--- config.mk ---
export PLATFORM = sky130hd
export DESIGN_NAME = eamp_top
export DESIGN_NICKNAME = d
export VERILOG_FILES = /design/src/eamp_pkg.sv /design/src/eamp_dec_if.sv /design/src/eamp_top.sv /design/src/eamp_dest_decode.sv
export SDC_FILE = /design/constraint.sdc
export NUM_CORES = 1
export LEC_CHECK = 0
export ABC_AREA = 1
export BUFFER_PORTS_ARGS = -buffer_cell sky130_fd_sc_hd__buf_2
export CORE_ASPECT_RATIO = 1.1
export CORE_MARGIN = 10
export CORE_UTILIZATION = 50
export DETAILED_ROUTE_END_ITERATION = 8
export PLACE_DENSITY_LB_ADDON = 0.12
export SLEW_MARGIN = 10
export SYNTH_ARGS = -nofsm -noshare
export SYNTH_HDL_FRONTEND = slang
export SYNTH_SLANG_ARGS = --single-unit
--- constraint.sdc ---
create_clock -name pclk -period 2.2 [get_ports pclk]
set_input_delay 0.11 -clock pclk [delete_from_list [all_inputs] [get_ports pclk]]
set_output_delay 0.11 -clock pclk [all_outputs]
set_load 0.03 [all_outputs]
--- src/eamp_pkg.sv ---
// constants, field layouts and state types for the external match port
// assumes a 36-bit packet memory word and an APB register slave
package eamp_pkg;
    localparam int unsigned EAMP_CLK_MHZ      = 25;
    localparam int unsigned EAMP_RESP_CYCLES  = 12;
    localparam logic [3:0]  EAMP_RESP_CNT     = 4'(EAMP_RESP_CYCLES);
    localparam int unsigned EAMP_PORTS        = 15;
    localparam int unsigned EAMP_GROUP_BYTES  = 8;
    localparam int unsigned EAMP_BUF_BYTES    = 64;
    localparam logic [2:0]  EAMP_GROUPS_LAST  = 3'(EAMP_BUF_BYTES / EAMP_GROUP_BYTES - 1);
    localparam logic [2:0]  EAMP_GRP_BYTE_LAST = 3'(EAMP_GROUP_BYTES - 1);
    // memory word and external match code field positions
    localparam int unsigned EAMP_FLAG_MSB     = 35;
    localparam int unsigned EAMP_TAG_LSB      = 28;
    localparam int unsigned EAMP_SRC_LSB      = 24;
    localparam logic [1:0]  EAMP_SOF_CODE     = 2'b01;
    localparam int unsigned EAMP_SEL_BIT      = 15;
    localparam int unsigned EAMP_NOOP_BIT     = 4;
    localparam logic [3:0]  EAMP_BCAST_CODE   = 4'b1111;
    // register byte offsets, reset values and control bits
    localparam logic [11:0] EAMP_CTRL_OFF     = 12'h000;
    localparam logic [11:0] EAMP_RESULT_OFF   = 12'h004;
    localparam logic [11:0] EAMP_FCOUNT_OFF   = 12'h008;
    localparam logic [11:0] EAMP_VLAN_OFF     = 12'h040;
    localparam logic [2:0]  EAMP_CTRL_RST     = 3'h0;
    localparam logic [14:0] EAMP_VLAN_RST     = 15'h7fff;
    localparam int unsigned EAMP_CTRL_INT_EN  = 0;
    localparam int unsigned EAMP_CTRL_UPLINK  = 1;
    localparam int unsigned EAMP_CTRL_SINGLE  = 2;
    typedef enum logic [2:0] {
        EAMP_IDLE, EAMP_FPTR, EAMP_GATHER, EAMP_EMIT_HI, EAMP_EMIT_LO, EAMP_WAIT_DEC, EAMP_LINK
    } eamp_state_t;
endpackage : eamp_pkg

--- src/eamp_dec_if.sv ---
// carrier between the frame writer and the destination decoder
// assumes both ends sit in the same clock domain
`timescale 1ns/1ps
interface eamp_dec_if;
    logic [15:0] code;
    logic        int_en;
    logic        int_valid;
    logic [14:0] int_mask;
    logic        is_bcast;
    logic        single_addr;
    logic [14:0] vlan_map;
    logic [15:0] mask;
    logic        discard;
    logic        use_obl;
    modport writer (output code, int_en, int_valid, int_mask, is_bcast,
                    output single_addr, vlan_map, input mask, discard, use_obl);
    modport decoder (input code, int_en, int_valid, int_mask, is_bcast,
                     input single_addr, vlan_map, output mask, discard, use_obl);
endinterface : eamp_dec_if

--- src/eamp_top.sv ---
// frame writer onto the packet memory bus plus external destination sampling
// assumes rx fields are stable with the first byte and pclk is the memory cycle
//
// Summary of operation
// - upper flag nibble is driven on memory word bits 35 to 32.
// - frame start nibble is 01XX with bit 35 low; bit 35 high marks link word.
// - with bit 35 high, bits 34 to 32 are parity of the three low bytes.
// - uplink operation puts the pre-tag nibble in pointer bits 31 to 28.
// - pointer bits 27 to 24 carry the binary source port number.
// - one flag byte accompanies every eight data bytes.
// - with buffer end set, flag carries valid byte count and status nibble.
// - buffer end after each 64 bytes; frame end bit 3 only on last buffer.
// - external code overrides internal match unless it is the no-op code.
// - select and no-op both high uses internal matching when enabled.
// - select high, no-op low: low four bits pick one port or broadcast.
// - select low: fifteen low bits are a destination port mask.
// - an all-zero mask-mode code discards the frame.
// - mask-mode frames with a non-zero mask go out through the ordered broadcast table.
// - single-address mode limits internally matched broadcast to the source port's VLAN group.
`timescale 1ns/1ps
module eamp_top #(
    parameter int unsigned PORTS = eamp_pkg::EAMP_PORTS
) (
    input  wire logic        pclk,
    input  wire logic        presetn,
    input  wire logic        psel,
    input  wire logic        penable,
    input  wire logic        pwrite,
    input  wire logic [11:0] paddr,
    input  wire logic [31:0] pwdata,
    output logic      [31:0] prdata,
    output logic             pready,
    output logic             pslverr,
    input  wire logic        rx_valid,
    output logic             rx_ready,
    input  wire logic [7:0]  rx_data,
    input  wire logic        rx_last,
    input  wire logic [3:0]  rx_port,
    input  wire logic [3:0]  rx_pretag,
    input  wire logic [2:0]  rx_status,
    input  wire logic        rx_is_bcast,
    input  wire logic        int_match_valid,
    input  wire logic [14:0] int_match_mask,
    input  wire logic [15:0] external_match_port,
    output logic      [35:0] mem_data,
    output logic             mem_row_strobe_n,
    output logic             mem_col_strobe_n,
    output logic             fwd_valid,
    output logic      [15:0] fwd_mask,
    output logic             fwd_discard,
    output logic             fwd_obl
);
    import eamp_pkg::*;

    ////////////////////////////////////////////////////////////////////////
    // registers
    logic [2:0]  ctrl_q;
    logic [14:0] vlan_q [PORTS];
    logic [15:0] fcount_q;

    wire         wr_w   = psel && penable && pwrite;
    wire         ctrl_hit_w   = (paddr == EAMP_CTRL_OFF);
    wire         result_hit_w = (paddr == EAMP_RESULT_OFF);
    wire         fcount_hit_w = (paddr == EAMP_FCOUNT_OFF);
    wire [11:0]  vlan_rel_w   = paddr - EAMP_VLAN_OFF;
    wire [9:0]   vlan_idx_w   = vlan_rel_w[11:2];
    wire         vlan_hit_w   = (paddr >= EAMP_VLAN_OFF) && (paddr[1:0] == 2'b00)
                                && (vlan_idx_w < 10'(PORTS));
    wire         hit_w = ctrl_hit_w || result_hit_w || fcount_hit_w || vlan_hit_w;

    assign pready  = 1'b1;
    assign pslverr = psel && penable && !hit_w;

    always_comb
    begin
        prdata = 32'h0000_0000;
        if (ctrl_hit_w)
            prdata = {29'h0000_0000, ctrl_q};
        else if (result_hit_w)
            prdata = {13'h0000, fwd_obl, fwd_discard, fwd_valid, fwd_mask};
        else if (fcount_hit_w)
            prdata = {16'h0000, fcount_q};
        else if (vlan_hit_w)
            prdata = {17'h0_0000, vlan_q[vlan_idx_w[3:0]]};
    end

    always_ff @(posedge pclk or negedge presetn)
    begin
        if (!presetn)
            ctrl_q <= EAMP_CTRL_RST;
        else if (wr_w && ctrl_hit_w)
            ctrl_q <= pwdata[2:0];
    end

    genvar gi;
    generate
        for (gi = 0; gi < PORTS; gi++)
        begin : g_vlan
            always_ff @(posedge pclk or negedge presetn)
            begin
                if (!presetn)
                    vlan_q[gi] <= EAMP_VLAN_RST;
                else if (wr_w && vlan_hit_w && (vlan_idx_w == 10'(gi)))
                    vlan_q[gi] <= pwdata[14:0];
            end
        end
    endgenerate

    ////////////////////////////////////////////////////////////////////////
    // frame writer
    eamp_state_t state_q;
    eamp_state_t state_d;
    logic [63:0] grp_q;
    logic [2:0]  bcnt_q;
    logic [2:0]  gcnt_q;
    logic        last_q;
    logic [3:0]  port_q;
    logic [3:0]  tag_q;
    logic [2:0]  stat_q;
    logic        bcast_q;
    logic [23:0] bufptr_q;
    logic [35:0] mem_data_d;
    logic        col_d;
    logic        row_d;

    wire         take_w   = (state_q == EAMP_GATHER) && rx_valid;
    wire         grp_full_w = take_w && (rx_last || (bcnt_q == EAMP_GRP_BYTE_LAST));
    // a buffer ends after eight groups or at the frame's last group
    wire         eob_w    = last_q || (gcnt_q == EAMP_GROUPS_LAST);
    wire [7:0]   flag_w   = eob_w ? {1'b1, bcnt_q, last_q, stat_q} : 8'h00;
    wire [3:0]   tag_w    = ctrl_q[EAMP_CTRL_UPLINK] ? tag_q : 4'h0;
    wire [31:0]  link_w   = {16'h0000, fwd_mask};
    wire [2:0]   par_w    = {^link_w[23:16], ^link_w[15:8], ^link_w[7:0]};
    wire         dec_done_w;

    assign rx_ready = (state_q == EAMP_GATHER);

    always_comb
    begin
        state_d    = state_q;
        mem_data_d = 36'h0_0000_0000;
        col_d      = 1'b1;
        row_d      = 1'b1;
        case (state_q)
            EAMP_IDLE:
                if (rx_valid)
                    state_d = EAMP_FPTR;
            EAMP_FPTR:
            begin
                // start nibble 01XX with bit 35 low marks a frame start
                mem_data_d = {EAMP_SOF_CODE, 2'b00, tag_w, port_q, bufptr_q};
                col_d      = 1'b0;
                row_d      = 1'b0;
                state_d    = EAMP_GATHER;
            end
            EAMP_GATHER:
            begin
                row_d = 1'b0;
                if (grp_full_w)
                    state_d = EAMP_EMIT_HI;
            end
            EAMP_EMIT_HI:
            begin
                mem_data_d = {flag_w[7:4], grp_q[31:0]};
                col_d      = 1'b0;
                row_d      = 1'b0;
                state_d    = EAMP_EMIT_LO;
            end
            EAMP_EMIT_LO:
            begin
                mem_data_d = {flag_w[3:0], grp_q[63:32]};
                col_d      = 1'b0;
                row_d      = 1'b0;
                state_d    = last_q ? EAMP_WAIT_DEC : EAMP_GATHER;
            end
            EAMP_WAIT_DEC:
                if (dec_done_w)
                    state_d = fwd_obl ? EAMP_LINK : EAMP_IDLE;
            EAMP_LINK:
            begin
                // link word: bit 35 high, parity of the three low bytes below it
                mem_data_d = {1'b1, par_w, link_w};
                col_d      = 1'b0;
                row_d      = 1'b0;
                state_d    = EAMP_IDLE;
            end
            default:
                state_d = EAMP_IDLE;
        endcase
    end

    always_ff @(posedge pclk or negedge presetn)
    begin
        if (!presetn)
        begin
            state_q          <= EAMP_IDLE;
            mem_data         <= 36'h0_0000_0000;
            mem_col_strobe_n <= 1'b1;
            mem_row_strobe_n <= 1'b1;
        end
        else
        begin
            state_q          <= state_d;
            mem_data         <= mem_data_d;
            mem_col_strobe_n <= col_d;
            mem_row_strobe_n <= row_d;
        end
    end

    // frame side fields are latched with the first byte offered, status with the last byte
    always_ff @(posedge pclk or negedge presetn)
    begin
        if (!presetn)
        begin
            port_q  <= 4'h0;
            tag_q   <= 4'h0;
            stat_q  <= 3'h0;
            bcast_q <= 1'b0;
        end
        else if (state_q == EAMP_IDLE && rx_valid)
        begin
            port_q  <= rx_port;
            tag_q   <= rx_pretag;
            bcast_q <= rx_is_bcast;
        end
        else if (take_w && rx_last)
            stat_q  <= rx_status;
    end

    // byte gathering; bcnt wraps so a full group reports zero valid bytes
    always_ff @(posedge pclk or negedge presetn)
    begin
        if (!presetn)
        begin
            grp_q  <= 64'h0000_0000_0000_0000;
            bcnt_q <= 3'h0;
            last_q <= 1'b0;
        end
        else if (state_q == EAMP_FPTR)
        begin
            bcnt_q <= 3'h0;
            last_q <= 1'b0;
        end
        else if (take_w)
        begin
            grp_q[8*bcnt_q +: 8] <= rx_data;
            bcnt_q <= bcnt_q + 3'h1;
            last_q <= rx_last;
        end
        else if (state_q == EAMP_EMIT_LO)
            grp_q  <= 64'h0000_0000_0000_0000;
    end

    always_ff @(posedge pclk or negedge presetn)
    begin
        if (!presetn)
        begin
            gcnt_q   <= 3'h0;
            bufptr_q <= 24'h00_0000;
            fcount_q <= 16'h0000;
        end
        else if (state_q == EAMP_FPTR)
            gcnt_q   <= 3'h0;
        else if (state_q == EAMP_EMIT_LO)
        begin
            gcnt_q <= gcnt_q + 3'h1;
            if (eob_w)
                bufptr_q <= bufptr_q + 24'h00_0001;
            if (last_q)
                fcount_q <= fcount_q + 16'h0001;
        end
    end

    ////////////////////////////////////////////////////////////////////////
    // response window and destination decision
    logic [3:0]  dcnt_q;
    logic        dbusy_q;
    logic        dhave_q;

    eamp_dec_if dec ();

    assign dec.code        = external_match_port;
    assign dec.int_en      = ctrl_q[EAMP_CTRL_INT_EN];
    assign dec.int_valid   = int_match_valid;
    assign dec.int_mask    = int_match_mask;
    assign dec.is_bcast    = bcast_q;
    assign dec.single_addr = ctrl_q[EAMP_CTRL_SINGLE];
    assign dec.vlan_map    = vlan_q[port_q];

    eamp_dest_decode u_decode (
        .d (dec.decoder)
    );

    // lookup logic has the full window, so the code is taken at its very end
    wire         sample_w = dbusy_q && (dcnt_q == EAMP_RESP_CNT);
    assign dec_done_w = dhave_q;

    always_ff @(posedge pclk or negedge presetn)
    begin
        if (!presetn)
        begin
            dcnt_q  <= 4'h0;
            dbusy_q <= 1'b0;
            dhave_q <= 1'b0;
        end
        else if (state_q == EAMP_FPTR)
        begin
            dcnt_q  <= 4'h0;
            dbusy_q <= 1'b1;
            dhave_q <= 1'b0;
        end
        else if (sample_w)
        begin
            dbusy_q <= 1'b0;
            dhave_q <= 1'b1;
        end
        else if (dbusy_q)
            dcnt_q  <= dcnt_q + 4'h1;
    end

    // one decision per frame, held until the next frame's decision
    always_ff @(posedge pclk or negedge presetn)
    begin
        if (!presetn)
        begin
            fwd_valid   <= 1'b0;
            fwd_mask    <= 16'h0000;
            fwd_discard <= 1'b0;
            fwd_obl     <= 1'b0;
        end
        else
        begin
            fwd_valid <= sample_w;
            if (sample_w)
            begin
                fwd_mask    <= dec.mask;
                fwd_discard <= dec.discard;
                fwd_obl     <= dec.use_obl;
            end
        end
    end
endmodule : eamp_top

--- src/eamp_dest_decode.sv ---
// combinational decode of the external destination code into a port mask
// assumes code and internal match inputs are stable while sampled
`timescale 1ns/1ps
module eamp_dest_decode (
    eamp_dec_if.decoder d
);
    import eamp_pkg::*;

    wire         sel_w  = d.code[EAMP_SEL_BIT];
    wire         noop_w = d.code[EAMP_NOOP_BIT];
    wire [3:0]   pcode_w = d.code[3:0];
    wire [14:0]  vlan_w;
    wire [14:0]  int_w;
    wire [15:0]  single_w;
    wire [15:0]  bitmap_w;

    // broadcast from a port stays inside its group
    assign vlan_w   = (d.single_addr && d.is_bcast) ? d.vlan_map : 15'h7fff;
    assign int_w    = d.int_mask & vlan_w;
    // bit 15 of the mask stands for the broadcast channel
    assign single_w = (pcode_w == EAMP_BCAST_CODE) ? 16'h8000
                      : (16'h0001 << pcode_w);
    assign bitmap_w = {1'b0, d.code[14:0]};

    ////////////////////////////////////////////////////////////////////////
    // priority: external code wins unless it is the no-operation code
    assign d.mask = (sel_w && noop_w) ? {1'b0, int_w}
                    : sel_w ? single_w
                    : bitmap_w;
    // no-op with internal matching disabled leaves nowhere to go
    assign d.discard = (sel_w && noop_w)
                       ? !(d.int_en && d.int_valid && (int_w != 15'h0000))
                       : (!sel_w && (d.code[14:0] == 15'h0000));
    // mask mode goes through the ordered broadcast table unless the mask is all zero
    assign d.use_obl = !sel_w && (d.code[14:0] != 15'h0000);
endmodule : eamp_dest_decode

==> results.json <==
{
  "status": "complete, but fails checks",
  "failed_checks": "setup timing",
  "fin_setup_tns_ns": -2.78,
  "synth_cells": 2772,
  "use_met1_pct": 38.4,
  "tightest_slew_ns": 0.651,
  "io_buffers": 163,
  "combPwrFrac_pct": 7.4,
  "die-area_um2": 53400,
  "yosys.area_share.adder_pct": 0.730,
  "intPower_w": 0.0128,
  "slew_violations": 0,
  "cp_slowest_cell": "dfstp_2",
  "ys_top_cells_by_count": "555 x nand2_1, 439 x inv_1, 230 x nand3_1",
  "cts_buffer_depth": 3,
  "layout-drive-gt1-share_pct": 31.2,
  "critical_path.startpoint_type": "flop",
  "synthSimpleGateAreaFrac_pct": 20.3,
  "grt_first_pass_wirelength_um": 132000,
  "synth_seq_cells": 417,
  "synth_area_leaders": "dfstp_2 27%, dfrtp_1 21%, nand2_1 9.4%",
  "yosys.cell_count.top_type": "nand2_1",
  "slew_headroom_pct": 56.6,
  "gr-total-overflow": 0,
  "ant_nets": 0,
  "cts_inserted_buffers": 46,
  "clock.fmax_mhz": 401,
  "arrival_ns": 2.38,
  "ys_warn_count": 0,
  "setup_viol": 16,
  "multiInputGateArea_um2": 10300,
  "synthXorXnorAreaFrac_pct": 2.05,
  "clockPowerShare_pct": 47.2,
  "gp_congestion": 1.02,
  "critical_path_required_ns": 2.09,
  "cellPowerDensity_nw_per_um2": 581,
  "yosysSeqAreaShare_pct": 48.1,
  "area_delta_synth_final_pct": 31.3,
  "async_reset_ff_share_pct": 100,
  "wl_per_cell_um": 23.6,
  "cp_max_fo": 3,
  "synth_top_area_cell": "dfstp_2",
  "antenna_cells": 0,
  "drc": 0,
  "worstPathBufferInverterCount": 3,
  "drt_iter0_drc": 2416,
  "initial_utilization_pct": 50.3,
  "grt_max_degree": 61,
  "clk-insertion-delay-late_ns": 0.60,
  "fillCellCount": 3634,
  "grt_use_met2_pct": 53.3,
  "p_sw_w": 0.00415,
  "top_usage_layer": "met2",
  "placed_area_um2": 25300,
  "dpl.hpwl_um": 63400,
  "fp.dieH_um": 241,
  "routed_wl_um": 89100,
  "post_drt_via_cell_ratio": 5.78,
  "first_global_vias": 21400,
  "cts-root-buf": "clkbuf_16",
  "nNetsFinal": 3268,
  "synth_compound_area_share_pct": 16.1,
  "seq_power_share_pct": 45.5,
  "rows": 81,
  "layout.cells.non_filler": 3770,
  "num_vias": 21800,
  "setup_ws_ns": -0.295,
  "cpLargestDelayFamily": "flip-flops",
  "crit_type": "flop to output pin",
  "core_area_um2": 44300,
  "synth_edf_count": 0,
  "post-route-min-period_ns": 2.49,
  "syn_area_per_cell_um2": 8.03,
  "htreeDepth": 2,
  "cp_cell_sequence": "o22ai_2 > a221oi_2 > buf_4 > o22ai_2 > inv_1 > nand4_1 > o221ai_2 > buf_6",
  "seqCellArea_um2": 10700,
  "dp.cells": 3581,
  "hold_viol_final": 0,
  "ys.flop_type": "dfstp_2",
  "min_period_over_period_pct": 113,
  "grt_antenna_before_repair": 1,
  "clock_sinks": 417,
  "fin_skew_ns": 0.0238,
  "critPathMaxStageDelay_ns": 0.55,
  "rsz0062_at_grt": "true",
  "maxCapViolations": 0,
  "synth_cell_type_count": 54,
  "pin_count": 195,
  "cts.clk_slew.worst_paths_ns": 0.05,
  "die_w_um": 221,
  "synth_mux_area_share_pct": 1.49,
  "cts_tree": "done",
  "end_kind": "output pin",
  "crit_path_frequent_cell": "o22ai_2",
  "final_cell_area_um2": 29200,
  "holdCritPathClass": "input pin to flop",
  "yosys.area.top_type_share_pct": 26.8,
  "p_sw_share_pct": 24.4,
  "synth_top_family_by_area": "simple AND/OR/NAND/NOR gates",
  "p_leak_nw": 13.4,
  "globalRouteTotalUtil_pct": 32.1,
  "syn_area_um2": 22300,
  "met3_usage_pct": 6.01,
  "post-place-ws_ns": -0.328,
  "ir_worst_vdd_v": 0.000635,
  "dr.pass1.iters": 6
}
==> flip-flops by register name (all words and copies together) (netlist names), 4 cells and up <==
| register | count |
|---|---|
| fwd_mask | 16 |
| tag_q | 4 |
| fcount_q | 16 |
| dcnt_q | 4 |
| vlan_q | 225 |
| port_q | 4 |
| grp_q | 64 |
| bufptr_q | 24 |
| mem_data | 36 |
==> through the flow <==
stage | total power (W) | util [%] | hold WS, ns
after floorplan | 0.00823 | - | -0.186
after global placement | 0.00888 | 57.1 | 0.118
after detailed placement | 0.00888 | 57.1 | 0.118
after CTS | 0.0170 | 63.8 | 0.00833
after global routing | 0.0175 | 66.0 | 0.0357
final | 0.0170 | 66.0 | 0.0368
==> tightest hold or removal path, delay by kind of cell <==
| kind | cells | cell delay (ns) |
|---|---|---|
| AO/OA/AOI/OAI | 1 | 0.07 |
| buffers and inverters | 2 | 0.25 |
| AND/OR/NAND/NOR | 2 | 0.14 |
==> layout make-up <==
type                    instances  area share (%)
clock inverters                12           0.526
repair buffers                486            14.4
clock buffers                  73            4.77
well taps                     581            2.49
multi-input cells            1744            35.2
flip-flops and latches        417            36.7
inverters                     457            5.94
==> path summary, 6_finish.rpt <==
kind | from | endpoint | slack, ns | depth (start not counted)
setup / recovery | vlan_q[124]$_DFFE_PN1P_ | prdata[4] | -0.29 | 8
hold / removal | external_match_port[1] | fwd_mask[15]$_DFFE_PN0P_ | 0.04 | 5
setup reg to reg | port_q[0]$_DFFE_PN0P_ | fwd_discard$_DFFE_PN0P_ | -0.11 | 16
hold reg to reg | bufptr_q[21]$_DFFE_PN0P_ | bufptr_q[21]$_DFFE_PN0P_ | 0.47 | 1
max in group asynchronous | presetn | vlan_q[202]$_DFFE_PN1P_ | 1.30 | 3
min in group asynchronous | presetn | fwd_obl$_DFFE_PN0P_ | 0.08 | 2
==> metal layers <==
layer,share of wire [%],up-vias
met5,0.015,-
met4,6.4,2
met3,8.1,282
met2,47,1152
met1,38,10500
li1,-,9856
==> logic make-up (layout without fill, tap and decap cells) <==
kind of cell | count (synthesis) | after routing
AND/OR/NAND/NOR | 1036 | 1036
other | 2 | 14
XOR/XNOR | 52 | 52
buffers and inverters | 623 | 1028
multiplexers | 32 | 32
flip-flops | 417 | 417
adder cells (fa/ha/maj) | 13 | 13
AO/OA/AOI/OAI | 597 | 597
==> placed cells by master (no fill, tap or decap), drive strengths merged, types with 13 or more instances in the layout <==
cell type and count:
dfstp 227, clkinv 13, conb 14, dfrtp 190, clkbuf 79, o21ai 205
o2111ai 14, a221oi 23, o221ai 35, o22ai 107, nor3 29, dlygate4sd3 63
buf 416, a21oi 148, nand4 16, mux2i 23, ha 13, inv 453
xor2 35, nor2 188, nand2 561, o211ai 24, xnor2 17, a22oi 21
nand3 232
==> power groups by stage <==
| stage | clock (W) | sequential [W] | combinational, W |
|---|---|---|---|
| after global routing | 0.00848 | 0.00772 | 0.00132 |
| after floorplan | 0 | 0.00786 | 0.000378 |
| after CTS | 0.00811 | 0.00772 | 0.00120 |
| after detailed placement | 0 | 0.00785 | 0.00104 |
| after global placement | 0 | 0.00785 | 0.00103 |
| final | 0.00801 | 0.00772 | 0.00125 |
==> repair_timing <==
| action | 4_1_cts | 5_1_grt |
|---|---|---|
| resized for setup | 168 | 151 |
| buffers inserted | 12 | 26 |
| endpoints found under the hold margin | 340 | 1 |
| endpoints found under the setup margin | 23 | 46 |
| pin swaps | 44 | 78 |
| hold buffers | 62 | 1 |
| cloned | 1 | 6 |
(Power assumes the default switching activity.)
